==> src/rtl/sdcb_pkg.sv <==
// shared constants and carrier types for the sdram command and burst core
package sdcb_pkg;
  // ----------------------------------------------------------------
  // widths
  // ----------------------------------------------------------------
  localparam int ADDR_W = 11;
  localparam int COL_W  = 8;
  localparam int BANK_W = 2;
  localparam int NBANK  = 4;
  localparam int DATA_W = 32;
  localparam int NBYTE  = 4;

  // ----------------------------------------------------------------
  // mode word layout and codes
  // ----------------------------------------------------------------
  localparam int MODE_BL_LSB = 0;
  localparam int MODE_BT_BIT = 3;
  localparam int MODE_CL_LSB = 4;
  localparam int AP_BIT      = 10;
  localparam logic [2:0] BL_1    = 3'h0;
  localparam logic [2:0] BL_2    = 3'h1;
  localparam logic [2:0] BL_4    = 3'h2;
  localparam logic [2:0] BL_8    = 3'h3;
  localparam logic [2:0] BL_PAGE = 3'h7;
  localparam logic [2:0] CL_3    = 3'h3;
  localparam logic [ADDR_W-1:0] MODE_RST = 11'h000;
  localparam logic [COL_W-1:0]  MASK_1   = 8'h00;
  localparam logic [COL_W-1:0]  MASK_2   = 8'h01;
  localparam logic [COL_W-1:0]  MASK_4   = 8'h03;
  localparam logic [COL_W-1:0]  MASK_8   = 8'h07;
  localparam logic [COL_W-1:0]  MASK_PG  = 8'hFF;

  // ----------------------------------------------------------------
  // command encodings {row, column, write strobes}, init counts
  // ----------------------------------------------------------------
  localparam logic [2:0] ENC_ACT  = 3'h3;
  localparam logic [2:0] ENC_RD   = 3'h5;
  localparam logic [2:0] ENC_WR   = 3'h4;
  localparam logic [2:0] ENC_PRE  = 3'h2;
  localparam logic [2:0] ENC_MRS  = 3'h0;
  localparam logic [2:0] ENC_REF  = 3'h1;
  localparam logic [2:0] ENC_STOP = 3'h6;
  localparam logic [3:0] REF_NEED = 4'h8;

  typedef enum logic [2:0] {
    SDCB_OP_NONE, SDCB_OP_ACT, SDCB_OP_RD, SDCB_OP_WR,
    SDCB_OP_PRE, SDCB_OP_MRS, SDCB_OP_REF, SDCB_OP_STOP
  } sdcb_op_t;

  typedef enum logic [1:0] {SDCB_INIT_PRE, SDCB_INIT_CFG, SDCB_INIT_READY} sdcb_init_t;

  typedef struct packed {
    logic              cs_n;
    logic              ras_n;
    logic              cas_n;
    logic              we_n;
    logic [BANK_W-1:0] bank_select;
    logic [ADDR_W-1:0] addr;
  } sdcb_cmd_t;

  typedef struct packed {
    logic [BANK_W-1:0] bank;
    logic [ADDR_W-1:0] row;
    logic [COL_W-1:0]  col;
  } sdcb_maddr_t;
endpackage

==> src/rtl/sdcb_core.sv <==
// sdram command decoder, bank tracker and burst engine
`timescale 1ns/1ps

// Function
// - all strobes low loads mode from address
// - column strobe decode; write strobe picks direction
// - accept column commands every cycle
// - burst order and length from mode word
// - write data from command cycle, excess ignored
// - read restarts read, old data drains
// - write restarts write with full length
// - read ends write burst at once
// - burst stop ends page burst only
// - stopped read floats after cas latency
// - sequential wraps inside aligned block
// - interleave inverts low start bits per beat
// - mask floats reads two later, blocks writes
// - deselect ignores command, work continues
// - autoprecharge bit high precharges all banks
module sdcb_core (
  // clock, reset, clock gate
  input  wire logic                       core_clk_in,
  input  wire logic                       resetn_in,
  input  wire logic                       cke_in,
  // command pins and byte masks
  input  wire sdcb_pkg::sdcb_cmd_t        cmd_in,
  input  wire logic [sdcb_pkg::NBYTE-1:0]  dqm_in,
  // data pins, output enable low while driving
  input  wire logic [sdcb_pkg::DATA_W-1:0] dq_in,
  output logic      [sdcb_pkg::DATA_W-1:0] dq_out,
  output logic      [sdcb_pkg::NBYTE-1:0]  dq_oe_n_out,
  // array port
  output logic                            mem_wr_en_out,
  output sdcb_pkg::sdcb_maddr_t           mem_wr_addr_out,
  output logic      [sdcb_pkg::DATA_W-1:0] mem_wdata_out,
  output logic      [sdcb_pkg::NBYTE-1:0]  mem_wr_be_out,
  output logic                            mem_rd_en_out,
  output sdcb_pkg::sdcb_maddr_t           mem_rd_addr_out,
  input  wire logic [sdcb_pkg::DATA_W-1:0] mem_rdata_in,
  // status
  output logic                            init_done_out,
  output logic      [sdcb_pkg::NBANK-1:0]  bank_open_out,
  output logic                            cmd_error_out
);

  // ----------------------------------------------------------------
  // state
  // ----------------------------------------------------------------
  logic [sdcb_pkg::ADDR_W-1:0] mode_r;
  logic [sdcb_pkg::NBANK-1:0]  bank_open_r;
  logic [sdcb_pkg::ADDR_W-1:0] row_r [sdcb_pkg::NBANK];
  sdcb_pkg::sdcb_init_t        init_r;
  logic [3:0]                  ref_cnt_r;
  logic                        mode_seen_r;
  logic                        burst_act_r;
  logic                        wr_r;
  logic [sdcb_pkg::BANK_W-1:0] bank_r;
  logic [sdcb_pkg::COL_W-1:0]  start_r;
  logic [sdcb_pkg::COL_W-1:0]  beat_r;
  logic                        rd_v1_r;
  logic                        rd_v2_r;
  logic [sdcb_pkg::DATA_W-1:0] rd_d1_r;
  logic [sdcb_pkg::DATA_W-1:0] rd_d2_r;
  logic [sdcb_pkg::NBYTE-1:0]  dqm_d1_r;
  logic [sdcb_pkg::NBYTE-1:0]  dqm_d2_r;

  sdcb_pkg::sdcb_op_t          op;
  logic                        access_ok;
  logic                        page_mode;
  logic                        cl3;
  logic                        beat_valid;
  logic                        cur_wr;
  logic [sdcb_pkg::BANK_W-1:0] cur_bank;
  logic [sdcb_pkg::COL_W-1:0]  cur_start;
  logic [sdcb_pkg::COL_W-1:0]  cur_beat;
  logic [sdcb_pkg::COL_W-1:0]  blmask;
  logic [sdcb_pkg::COL_W-1:0]  cur_col;
  logic [sdcb_pkg::COL_W-1:0]  seq_sum;

  // ----------------------------------------------------------------
  // command decode; deselect yields no command at all
  // ----------------------------------------------------------------
  always_comb begin
    op = sdcb_pkg::SDCB_OP_NONE;
    if (!cmd_in.cs_n) begin
      case ({cmd_in.ras_n, cmd_in.cas_n, cmd_in.we_n})
        sdcb_pkg::ENC_ACT:  op = sdcb_pkg::SDCB_OP_ACT;
        sdcb_pkg::ENC_RD:   op = sdcb_pkg::SDCB_OP_RD;
        sdcb_pkg::ENC_WR:   op = sdcb_pkg::SDCB_OP_WR;
        sdcb_pkg::ENC_PRE:  op = sdcb_pkg::SDCB_OP_PRE;
        sdcb_pkg::ENC_MRS:  op = sdcb_pkg::SDCB_OP_MRS;
        sdcb_pkg::ENC_REF:  op = sdcb_pkg::SDCB_OP_REF;
        sdcb_pkg::ENC_STOP: op = sdcb_pkg::SDCB_OP_STOP;
        default:            op = sdcb_pkg::SDCB_OP_NONE;
      endcase
    end
  end

  // ----------------------------------------------------------------
  // burst column generation
  // ----------------------------------------------------------------
  // burst length mask from the mode word
  always_comb begin
    case (mode_r[sdcb_pkg::MODE_BL_LSB +: 3])
      sdcb_pkg::BL_1:    blmask = sdcb_pkg::MASK_1;
      sdcb_pkg::BL_2:    blmask = sdcb_pkg::MASK_2;
      sdcb_pkg::BL_4:    blmask = sdcb_pkg::MASK_4;
      sdcb_pkg::BL_8:    blmask = sdcb_pkg::MASK_8;
      sdcb_pkg::BL_PAGE: blmask = sdcb_pkg::MASK_PG;
      default:           blmask = sdcb_pkg::MASK_1;
    endcase
  end

  assign page_mode = (mode_r[sdcb_pkg::MODE_BL_LSB +: 3] == sdcb_pkg::BL_PAGE);
  assign cl3       = (mode_r[sdcb_pkg::MODE_CL_LSB +: 3] == sdcb_pkg::CL_3);
  // an access to a closed bank is dropped rather than guessed at
  assign access_ok = ((op == sdcb_pkg::SDCB_OP_RD) || (op == sdcb_pkg::SDCB_OP_WR))
                     && bank_open_r[cmd_in.bank_select];
  assign cur_wr    = access_ok ? (op == sdcb_pkg::SDCB_OP_WR) : wr_r;
  assign cur_bank  = access_ok ? cmd_in.bank_select : bank_r;
  assign cur_start = access_ok ? cmd_in.addr[sdcb_pkg::COL_W-1:0] : start_r;
  assign cur_beat  = access_ok ? '0 : beat_r;
  // a page-mode stop does not consume a beat, a deselect does; stop halts only a page burst
  assign beat_valid = access_ok || (burst_act_r &&
                      !((op == sdcb_pkg::SDCB_OP_STOP) && page_mode));
  assign seq_sum   = cur_start + cur_beat;

  // interleave xors beat into the low bits; page bursts always count up
  always_comb begin
    if (mode_r[sdcb_pkg::MODE_BT_BIT] && !page_mode) begin
      cur_col = (cur_start & ~blmask) | ((cur_start ^ cur_beat) & blmask);
    end else begin
      cur_col = (cur_start & ~blmask) | (seq_sum & blmask);
    end
  end

  // ----------------------------------------------------------------
  // bank open flags and row latches, one per bank
  // ----------------------------------------------------------------
  for (genvar g = 0; g < sdcb_pkg::NBANK; g++) begin : g_bank
    always_ff @(posedge core_clk_in or negedge resetn_in) begin
      if (!resetn_in) begin
        bank_open_r[g] <= 1'b0;
        row_r[g]       <= '0;
      end else if (cke_in) begin
        if ((op == sdcb_pkg::SDCB_OP_ACT) && (cmd_in.bank_select == g)) begin
          bank_open_r[g] <= 1'b1;
          row_r[g]       <= cmd_in.addr;
        end else if ((op == sdcb_pkg::SDCB_OP_PRE) && (cmd_in.addr[sdcb_pkg::AP_BIT] ||
                     (cmd_in.bank_select == g))) begin
          bank_open_r[g] <= 1'b0;
        end
      end
    end
  end

  // ----------------------------------------------------------------
  // mode word and init tracking
  // ----------------------------------------------------------------
  always_ff @(posedge core_clk_in or negedge resetn_in) begin
    if (!resetn_in) begin
      mode_r <= sdcb_pkg::MODE_RST;
    end else if (cke_in && (op == sdcb_pkg::SDCB_OP_MRS)) begin
      mode_r <= cmd_in.addr;
    end
  end

  // the device cannot see the power-up pause; it only watches the command order
  always_ff @(posedge core_clk_in or negedge resetn_in) begin
    if (!resetn_in) begin
      init_r      <= sdcb_pkg::SDCB_INIT_PRE;
      ref_cnt_r   <= '0;
      mode_seen_r <= 1'b0;
    end else if (cke_in) begin
      case (init_r)
        sdcb_pkg::SDCB_INIT_PRE: begin
          if ((op == sdcb_pkg::SDCB_OP_PRE) && cmd_in.addr[sdcb_pkg::AP_BIT]) begin
            init_r <= sdcb_pkg::SDCB_INIT_CFG;
          end
        end
        sdcb_pkg::SDCB_INIT_CFG: begin
          if (op == sdcb_pkg::SDCB_OP_MRS) begin
            mode_seen_r <= 1'b1;
          end
          if ((op == sdcb_pkg::SDCB_OP_REF) && (ref_cnt_r != sdcb_pkg::REF_NEED)) begin
            ref_cnt_r <= ref_cnt_r + 4'h1;
          end
          if (mode_seen_r && (ref_cnt_r == sdcb_pkg::REF_NEED)) begin
            init_r <= sdcb_pkg::SDCB_INIT_READY;
          end
        end
        default: init_r <= sdcb_pkg::SDCB_INIT_READY;
      endcase
    end
  end

  // ----------------------------------------------------------------
  // burst engine: a new access always restarts at full length
  // ----------------------------------------------------------------
  always_ff @(posedge core_clk_in or negedge resetn_in) begin
    if (!resetn_in) begin
      burst_act_r <= 1'b0;
      wr_r        <= 1'b0;
      bank_r      <= '0;
      start_r     <= '0;
      beat_r      <= '0;
    end else if (cke_in) begin
      if (access_ok) begin
        burst_act_r <= (blmask != sdcb_pkg::MASK_1);
        wr_r        <= (op == sdcb_pkg::SDCB_OP_WR);
        bank_r      <= cmd_in.bank_select;
        start_r     <= cmd_in.addr[sdcb_pkg::COL_W-1:0];
        beat_r      <= 8'h01;
      end else if (burst_act_r && (op == sdcb_pkg::SDCB_OP_STOP) && page_mode) begin
        burst_act_r <= 1'b0;
      end else if (burst_act_r) begin
        beat_r <= beat_r + 8'h01;
        if (!page_mode && (beat_r == blmask)) begin
          burst_act_r <= 1'b0;
        end
      end
    end
  end

  // ----------------------------------------------------------------
  // array write port; masked bytes never reach the array
  // ----------------------------------------------------------------
  always_ff @(posedge core_clk_in or negedge resetn_in) begin
    if (!resetn_in) begin
      mem_wr_en_out   <= 1'b0;
      mem_wr_addr_out <= '0;
      mem_wdata_out   <= '0;
      mem_wr_be_out   <= '0;
    end else if (cke_in) begin
      mem_wr_en_out   <= beat_valid && cur_wr;
      mem_wr_addr_out <= '{bank: cur_bank, row: row_r[cur_bank], col: cur_col};
      mem_wdata_out   <= dq_in;
      mem_wr_be_out   <= ~dqm_in;
    end
  end

  // ----------------------------------------------------------------
  // read path: array answers in the same cycle as the address
  // ----------------------------------------------------------------
  always_ff @(posedge core_clk_in or negedge resetn_in) begin
    if (!resetn_in) begin
      mem_rd_en_out   <= 1'b0;
      mem_rd_addr_out <= '0;
      rd_v1_r         <= 1'b0;
      rd_v2_r         <= 1'b0;
      rd_d1_r         <= '0;
      rd_d2_r         <= '0;
    end else if (cke_in) begin
      mem_rd_en_out   <= beat_valid && !cur_wr;
      mem_rd_addr_out <= '{bank: cur_bank, row: row_r[cur_bank], col: cur_col};
      rd_v1_r         <= mem_rd_en_out;
      rd_d1_r         <= mem_rdata_in;
      rd_v2_r         <= rd_v1_r;
      rd_d2_r         <= rd_d1_r;
    end
  end

  // queued data keeps draining after an interrupting read, as the pins demand
  always_ff @(posedge core_clk_in or negedge resetn_in) begin
    if (!resetn_in) begin
      dqm_d1_r    <= '0;
      dqm_d2_r    <= '0;
      dq_out      <= '0;
      dq_oe_n_out <= '1;
    end else if (cke_in) begin
      dqm_d1_r <= dqm_in;
      dqm_d2_r <= dqm_d1_r;
      dq_out   <= cl3 ? rd_d2_r : rd_d1_r;
      for (int b = 0; b < sdcb_pkg::NBYTE; b++) begin
        dq_oe_n_out[b] <= !((cl3 ? rd_v2_r : rd_v1_r) && !dqm_d2_r[b]);
      end
    end
  end

  // ----------------------------------------------------------------
  // status
  // ----------------------------------------------------------------
  always_ff @(posedge core_clk_in or negedge resetn_in) begin
    if (!resetn_in) begin
      init_done_out <= 1'b0;
      bank_open_out <= '0;
      cmd_error_out <= 1'b0;
    end else if (cke_in) begin
      init_done_out <= (init_r == sdcb_pkg::SDCB_INIT_READY);
      bank_open_out <= bank_open_r;
      cmd_error_out <= (((op == sdcb_pkg::SDCB_OP_RD) || (op == sdcb_pkg::SDCB_OP_WR)) &&
                        !access_ok) || ((op == sdcb_pkg::SDCB_OP_STOP) && !page_mode);
    end
  end
endmodule

==> config.mk <==
export PLATFORM = sky130hd
export DESIGN_NAME = sdcb_core
export DESIGN_NICKNAME = d
export VERILOG_FILES = /design/src/rtl/sdcb_pkg.sv /design/src/rtl/sdcb_core.sv
export SDC_FILE = /design/constraint.sdc
export NUM_CORES = 1
export LEC_CHECK = 0
export BUFFER_PORTS_ARGS = -buffer_cell sky130_fd_sc_hd__buf_2
export CELL_PAD_IN_SITES_DETAIL_PLACEMENT = 1
export CELL_PAD_IN_SITES_GLOBAL_PLACEMENT = 2
export CORE_ASPECT_RATIO = 0.5
export CORE_MARGIN = 2
export CORE_UTILIZATION = 40
export DETAILED_ROUTE_END_ITERATION = 8
export GPL_TIMING_DRIVEN = 0
export PLACE_DENSITY = 0.95
export SYNTH_ARGS = -nofsm -noshare
export SYNTH_HDL_FRONTEND = slang
export SYNTH_SLANG_ARGS = --single-unit
export TNS_END_PERCENT = 30
==> constraint.sdc <==
create_clock -name core_clk_in -period 8.22 [get_ports core_clk_in]
set_clock_uncertainty 0.1 [all_clocks]
set_input_delay 0.822 -clock core_clk_in [delete_from_list [all_inputs] [get_ports core_clk_in]]
set_output_delay 0.822 -clock core_clk_in [all_outputs]
set_load 0.02 [all_outputs]
==> flow_summary.rst <==
.. list-table::
   :header-rows: 1

   * - Metric
     - Value
   * - Status
     - complete, no violations
   * - Leakage power total
     - 6.57 nW
   * - Worst min-delay path class
     - primary input to asynchronous set/reset pin
   * - HPWL after detailed placement
     - 20800 um
   * - Total GRT Usage
     - 20.3%
   * - Clock slew at the register clock pins of the worst setup and hold paths
     - 0.07 ns
   * - Endpoint arrival time on the critical path
     - 3.81 ns
   * - Slew at the pin with the worst max-slew slack
     - 0.779 ns
   * - Clock latency on the worst-skew pair
     - 0.53 ns
   * - Number of iterations in the first detailed-routing pass
     - 4
   * - Category of cells accounting for the largest share of critical-path delay
     - compound AO/OA/AOI/OAI gates
   * - Total gr overflow
     - 0
   * - Highest Clock Rate
     - 0.286 GHz
   * - Via density per instance
     - 5.13
   * - Total Negative Setup Slacks
     - 0 ns
   * - # setup viols final
     - 0
   * - Kind of critical path
     - primary input to register
   * - Post-detailed-route count of antenna-violating nets
     - 0
   * - Layout Utilization
     - 49.5%
   * - Area post-placement
     - 12800 sq um
   * - Standard cell with the maximum stage delay on the critical path
     - sky130_fd_sc_hd__mux4_2
   * - Cells after synthesis
     - 877
   * - DP Worst Slack
     - 4.24 ns
   * - Final design area excluding fillers
     - 13700 sq um
   * - Pin count of the biggest net entering global routing
     - 94
   * - Synthesis Warnings
     - 0
   * - Worst Path Required
     - 8.53 ns
   * - Sequential share of the synthesized area
     - 57.1%
   * - Avg WL per Cell
     - 19.3 um
   * - Post-synth top area share
     - 56.2%
   * - Reported max-cap violation count
     - 0
   * - CTS tree
     - built
   * - Dominant cells by area after synthesis
     - sky130_fd_sc_hd__dfrtp_1 (56%), sky130_fd_sc_hd__mux2_2 (18%), sky130_fd_sc_hd__mux2i_1 (5.5%), sky130_fd_sc_hd__a21oi_1 (2.3%), sky130_fd_sc_hd__nor2_1 (1.9%)
   * - Peak per-stage delay on the critical path
     - 0.56 ns
   * - Max Root-Sink Buffers
     - 3
   * - Number of storage elements in the synthesis netlist
     - 255
   * - Worst-path cell chain
     - buf_6 > mux4_2 > nand2_4 > buf_8 > buf_2 > and2_1 > ha_1 > inv_1 > fa_1 > nor2b_1 > o211ai_1 > a21boi_0 > o211ai_1 > a41o_1
   * - Async set-or-reset flop fraction in the synthesized netlist
     - 100%
   * - Share of post-route cells with drive strength above 1
     - 42.2%
   * - Peak VDD IR
     - 0.120 mV
   * - Hold slack final
     - 0.171 ns
   * - Worst Setup End Kind
     - register
   * - Number of top-level pins
     - 210
   * - Area leader, netlist
     - sky130_fd_sc_hd__dfrtp_1
   * - Dominant combinational cell family by area after synthesis
     - multiplexers
   * - Number of DRC violations after detailed-routing iteration 0
     - 512
   * - Core outline area
     - 27600 sq um
   * - Mux cell area share after synthesis
     - 23.3%
   * - Initial antenna violation count
     - 1
   * - Most instantiated library cell after synthesis
     - sky130_fd_sc_hd__dfrtp_1
   * - CP Max Fanout
     - 10
   * - Cell at the root of the clock tree
     - sky130_fd_sc_hd__clkbuf_16
   * - CP Buf/Inv Count
     - 4
   * - Design Power
     - 3.59 mW
   * - Die Span Y
     - 122 um
   * - Initial Util
     - 40.5%
   * - Cell variety after synth
     - 59
   * - Setup repair after global routing missed its margin
     - false
   * - Net count, final
     - 1212
   * - Ratio of total power to cell area
     - 263 nW/um^2
   * - Post-synth design cell area
     - 11200 sq um
   * - Post-layout min period
     - 3.50 ns
   * - Prevailing post-synth register cell
     - sky130_fd_sc_hd__dfrtp_1
   * - Post-synthesis average cell area
     - 12.7 sq um
   * - Number of buffers inserted by port buffering
     - 207
   * - Syn_nets
     - 976
   * - Placed Cells incl. Taps
     - 1468
   * - Max-slew violations
     - 0
   * - CTS H-Tree Depth
     - 1
   * - Full die area
     - 29400 sq um
   * - Adder-cell share of the synthesized area
     - 1.39%
   * - Startpoint of the worst-slack reg-to-reg timing path
     - bank_open_r[3]$_DFFE_PN0P_
   * - TritonCTS Sinks
     - 255
   * - Launching element of the worst setup path
     - cmd_in[11]
   * - Commonest cells post-synth
     - sky130_fd_sc_hd__dfrtp_1 (251), sky130_fd_sc_hd__mux2_2 (175), sky130_fd_sc_hd__mux2i_1 (61), sky130_fd_sc_hd__nor2_1 (56), sky130_fd_sc_hd__a21oi_1 (51)
   * - Worst setup slack after layout
     - 4.72 ns
   * - Number of setup buffers added after CTS
     - 0
   * - EDFF count, synth
     - 0
   * - Count of cells resized by post-cts repair
     - 0
   * - Startpoint Class
     - primary input
   * - Final-layout fill cell count
     - 2942
   * - Last weighted congestion value of the routability-driven placer
     - 0.801
   * - Remaining max-slew budget at the tightest pin
     - 48.1%
   * - CTS Buf Count
     - 25
   * - DRC violations left
     - 0
   * - Num rows
     - 43
   * - Vias
     - 7752
   * - Most common cell type on the critical path
     - sky130_fd_sc_hd__o211ai_1
   * - Final Hold Fails
     - 0
   * - Non-filler cells, final
     - 1512
   * - Wire length of the first global-routing pass
     - 46500 um
   * - Area delta synth->final
     - 22.1%
   * - Post-CTS Hold Fix Bufs
     - 0
   * - Area fraction in compound gates after synthesis
     - 7.01%
   * - Simple-gate share of the synthesized area
     - 6.66%
   * - Number of global-route vias before repair
     - 8539
   * - Die Wd
     - 240 um
   * - Share of the synthesized netlist area taken by xor and xnor gates
     - 0.549%
   * - Post-route clock period utilization
     - 42.6%
   * - Drt total wl
     - 29300 um
==> worst reg2reg max path: stages, from the launching register on <==
cell and delay (ns):
sky130_fd_sc_hd__dfrtp_1 0.41, sky130_fd_sc_hd__mux4_2 0.55, sky130_fd_sc_hd__nand2_4 0.16, sky130_fd_sc_hd__buf_8 0.16
sky130_fd_sc_hd__buf_2 0.21, sky130_fd_sc_hd__and2_1 0.15, sky130_fd_sc_hd__ha_1 0.21, sky130_fd_sc_hd__inv_1 0.07
sky130_fd_sc_hd__fa_1 0.40, sky130_fd_sc_hd__nor2b_1 0.19, sky130_fd_sc_hd__o211ai_1 0.11, sky130_fd_sc_hd__a21boi_0 0.27
sky130_fd_sc_hd__o211ai_1 0.13, sky130_fd_sc_hd__a41o_1 0.25
==> path summary, 6_finish.rpt <==
path,end,slack (ns),cells past startpoint
max in group asynchronous,mode_r[6]$_DFFE_PN0P_,6.58,3
worst max-delay path,mem_rd_addr_out[6]$_DFFE_PN0P_,4.72,14
worst min-delay path,rd_d2_r[29]$_DFFE_PN0P_,0.17,1
worst max register to register,mem_rd_addr_out[6]$_DFFE_PN0P_,4.72,13
worst min register to register,ref_cnt_r[3]$_DFFE_PN0P_,0.37,1
min in group core_clk_in,ref_cnt_r[3]$_DFFE_PN0P_,0.37,1
==> layer usage <==
layer  part of all wire [%]  track usage (%)
met5                      0                0
met1                     43             25.6
met3                    2.9             2.97
met2                     52             36.2
met4                    2.8             6.33
==> cells by family (layout without fill, tap and decap cells) <==
kind of cell,after synthesis,in the layout
buffers and inverters,82,334
xor gates and xnor gates,7,7
and+or+nand+nor,154,154
DFF,255,255
muxes,237,237
other,0,1
adders and majority gates,12,12
AOI/OAI and AO/OA,130,130
==> state kept, by name, summed over array words and instances, names as in the netlist, 7 cells and up <==
| name | count |
|---|---|
| row_r | 44 |
| dq_out | 32 |
| mem_wdata_out | 32 |
| rd_d1_r | 32 |
| rd_d2_r | 32 |
| mem_rd_addr_out | 21 |
| beat_r | 8 |
| start_r | 8 |
| mode_r | 7 |
==> cells in the final DEF (no fill, tap or decap), types with 4 or more instances in the layout <==
master / Yosys / layout
sky130_fd_sc_hd__buf_4: 23 / 23
sky130_fd_sc_hd__nand3_1: 6 / 6
sky130_fd_sc_hd__and2_1: 7 / 7
sky130_fd_sc_hd__bufinv_16: 0 / 5
sky130_fd_sc_hd__o221ai_1: 11 / 11
sky130_fd_sc_hd__mux2_2: 175 / 175
sky130_fd_sc_hd__a21oi_1: 51 / 51
sky130_fd_sc_hd__a31oi_1: 5 / 5
sky130_fd_sc_hd__clkbuf_1: 23 / 24
sky130_fd_sc_hd__nand4_1: 6 / 6
sky130_fd_sc_hd__buf_2: 11 / 217
sky130_fd_sc_hd__nand2b_1: 4 / 4
sky130_fd_sc_hd__mux2i_1: 61 / 61
sky130_fd_sc_hd__nand3b_1: 4 / 4
sky130_fd_sc_hd__clkbuf_16: 0 / 25
sky130_fd_sc_hd__and3_1: 7 / 7
sky130_fd_sc_hd__dfrtp_1: 251 / 251
sky130_fd_sc_hd__clkbuf_8: 0 / 5
sky130_fd_sc_hd__nor2b_1: 6 / 6
sky130_fd_sc_hd__nor2_1: 56 / 56
sky130_fd_sc_hd__xnor2_1: 4 / 4
sky130_fd_sc_hd__inv_1: 12 / 12
sky130_fd_sc_hd__ha_1: 10 / 10
sky130_fd_sc_hd__o21ai_0: 37 / 37
sky130_fd_sc_hd__o211ai_1: 4 / 4
sky130_fd_sc_hd__clkinv_2: 0 / 4
sky130_fd_sc_hd__dfstp_2: 4 / 4
sky130_fd_sc_hd__buf_1: 8 / 8
sky130_fd_sc_hd__nand2_1: 45 / 45
==> cell type report <==
cell class | count | area (sq um) | share of cell area (%)
flip-flops and latches | 255 | 6390 | 46.8
well taps | 382 | 478 | 3.50
plain buffers | 69 | 393 | 2.88
clock inverters | 12 | 195 | 1.43
clock buffers | 31 | 698 | 5.11
inverters | 13 | 48.8 | 0.357
multi-input cells | 540 | 4350 | 31.9
diodes | 1 | 2.50 | 0.0183
repair buffers | 209 | 1100 | 8.07
==> where the power goes <==
part           switching, mW  total (mW)  internal (mW)
combinational          0.437       0.780          0.343
sequential             0.123        1.56           1.43
clock                  0.496        1.25          0.759
total                   1.06        3.59           2.54
Power figures use the tool's default switching activity.
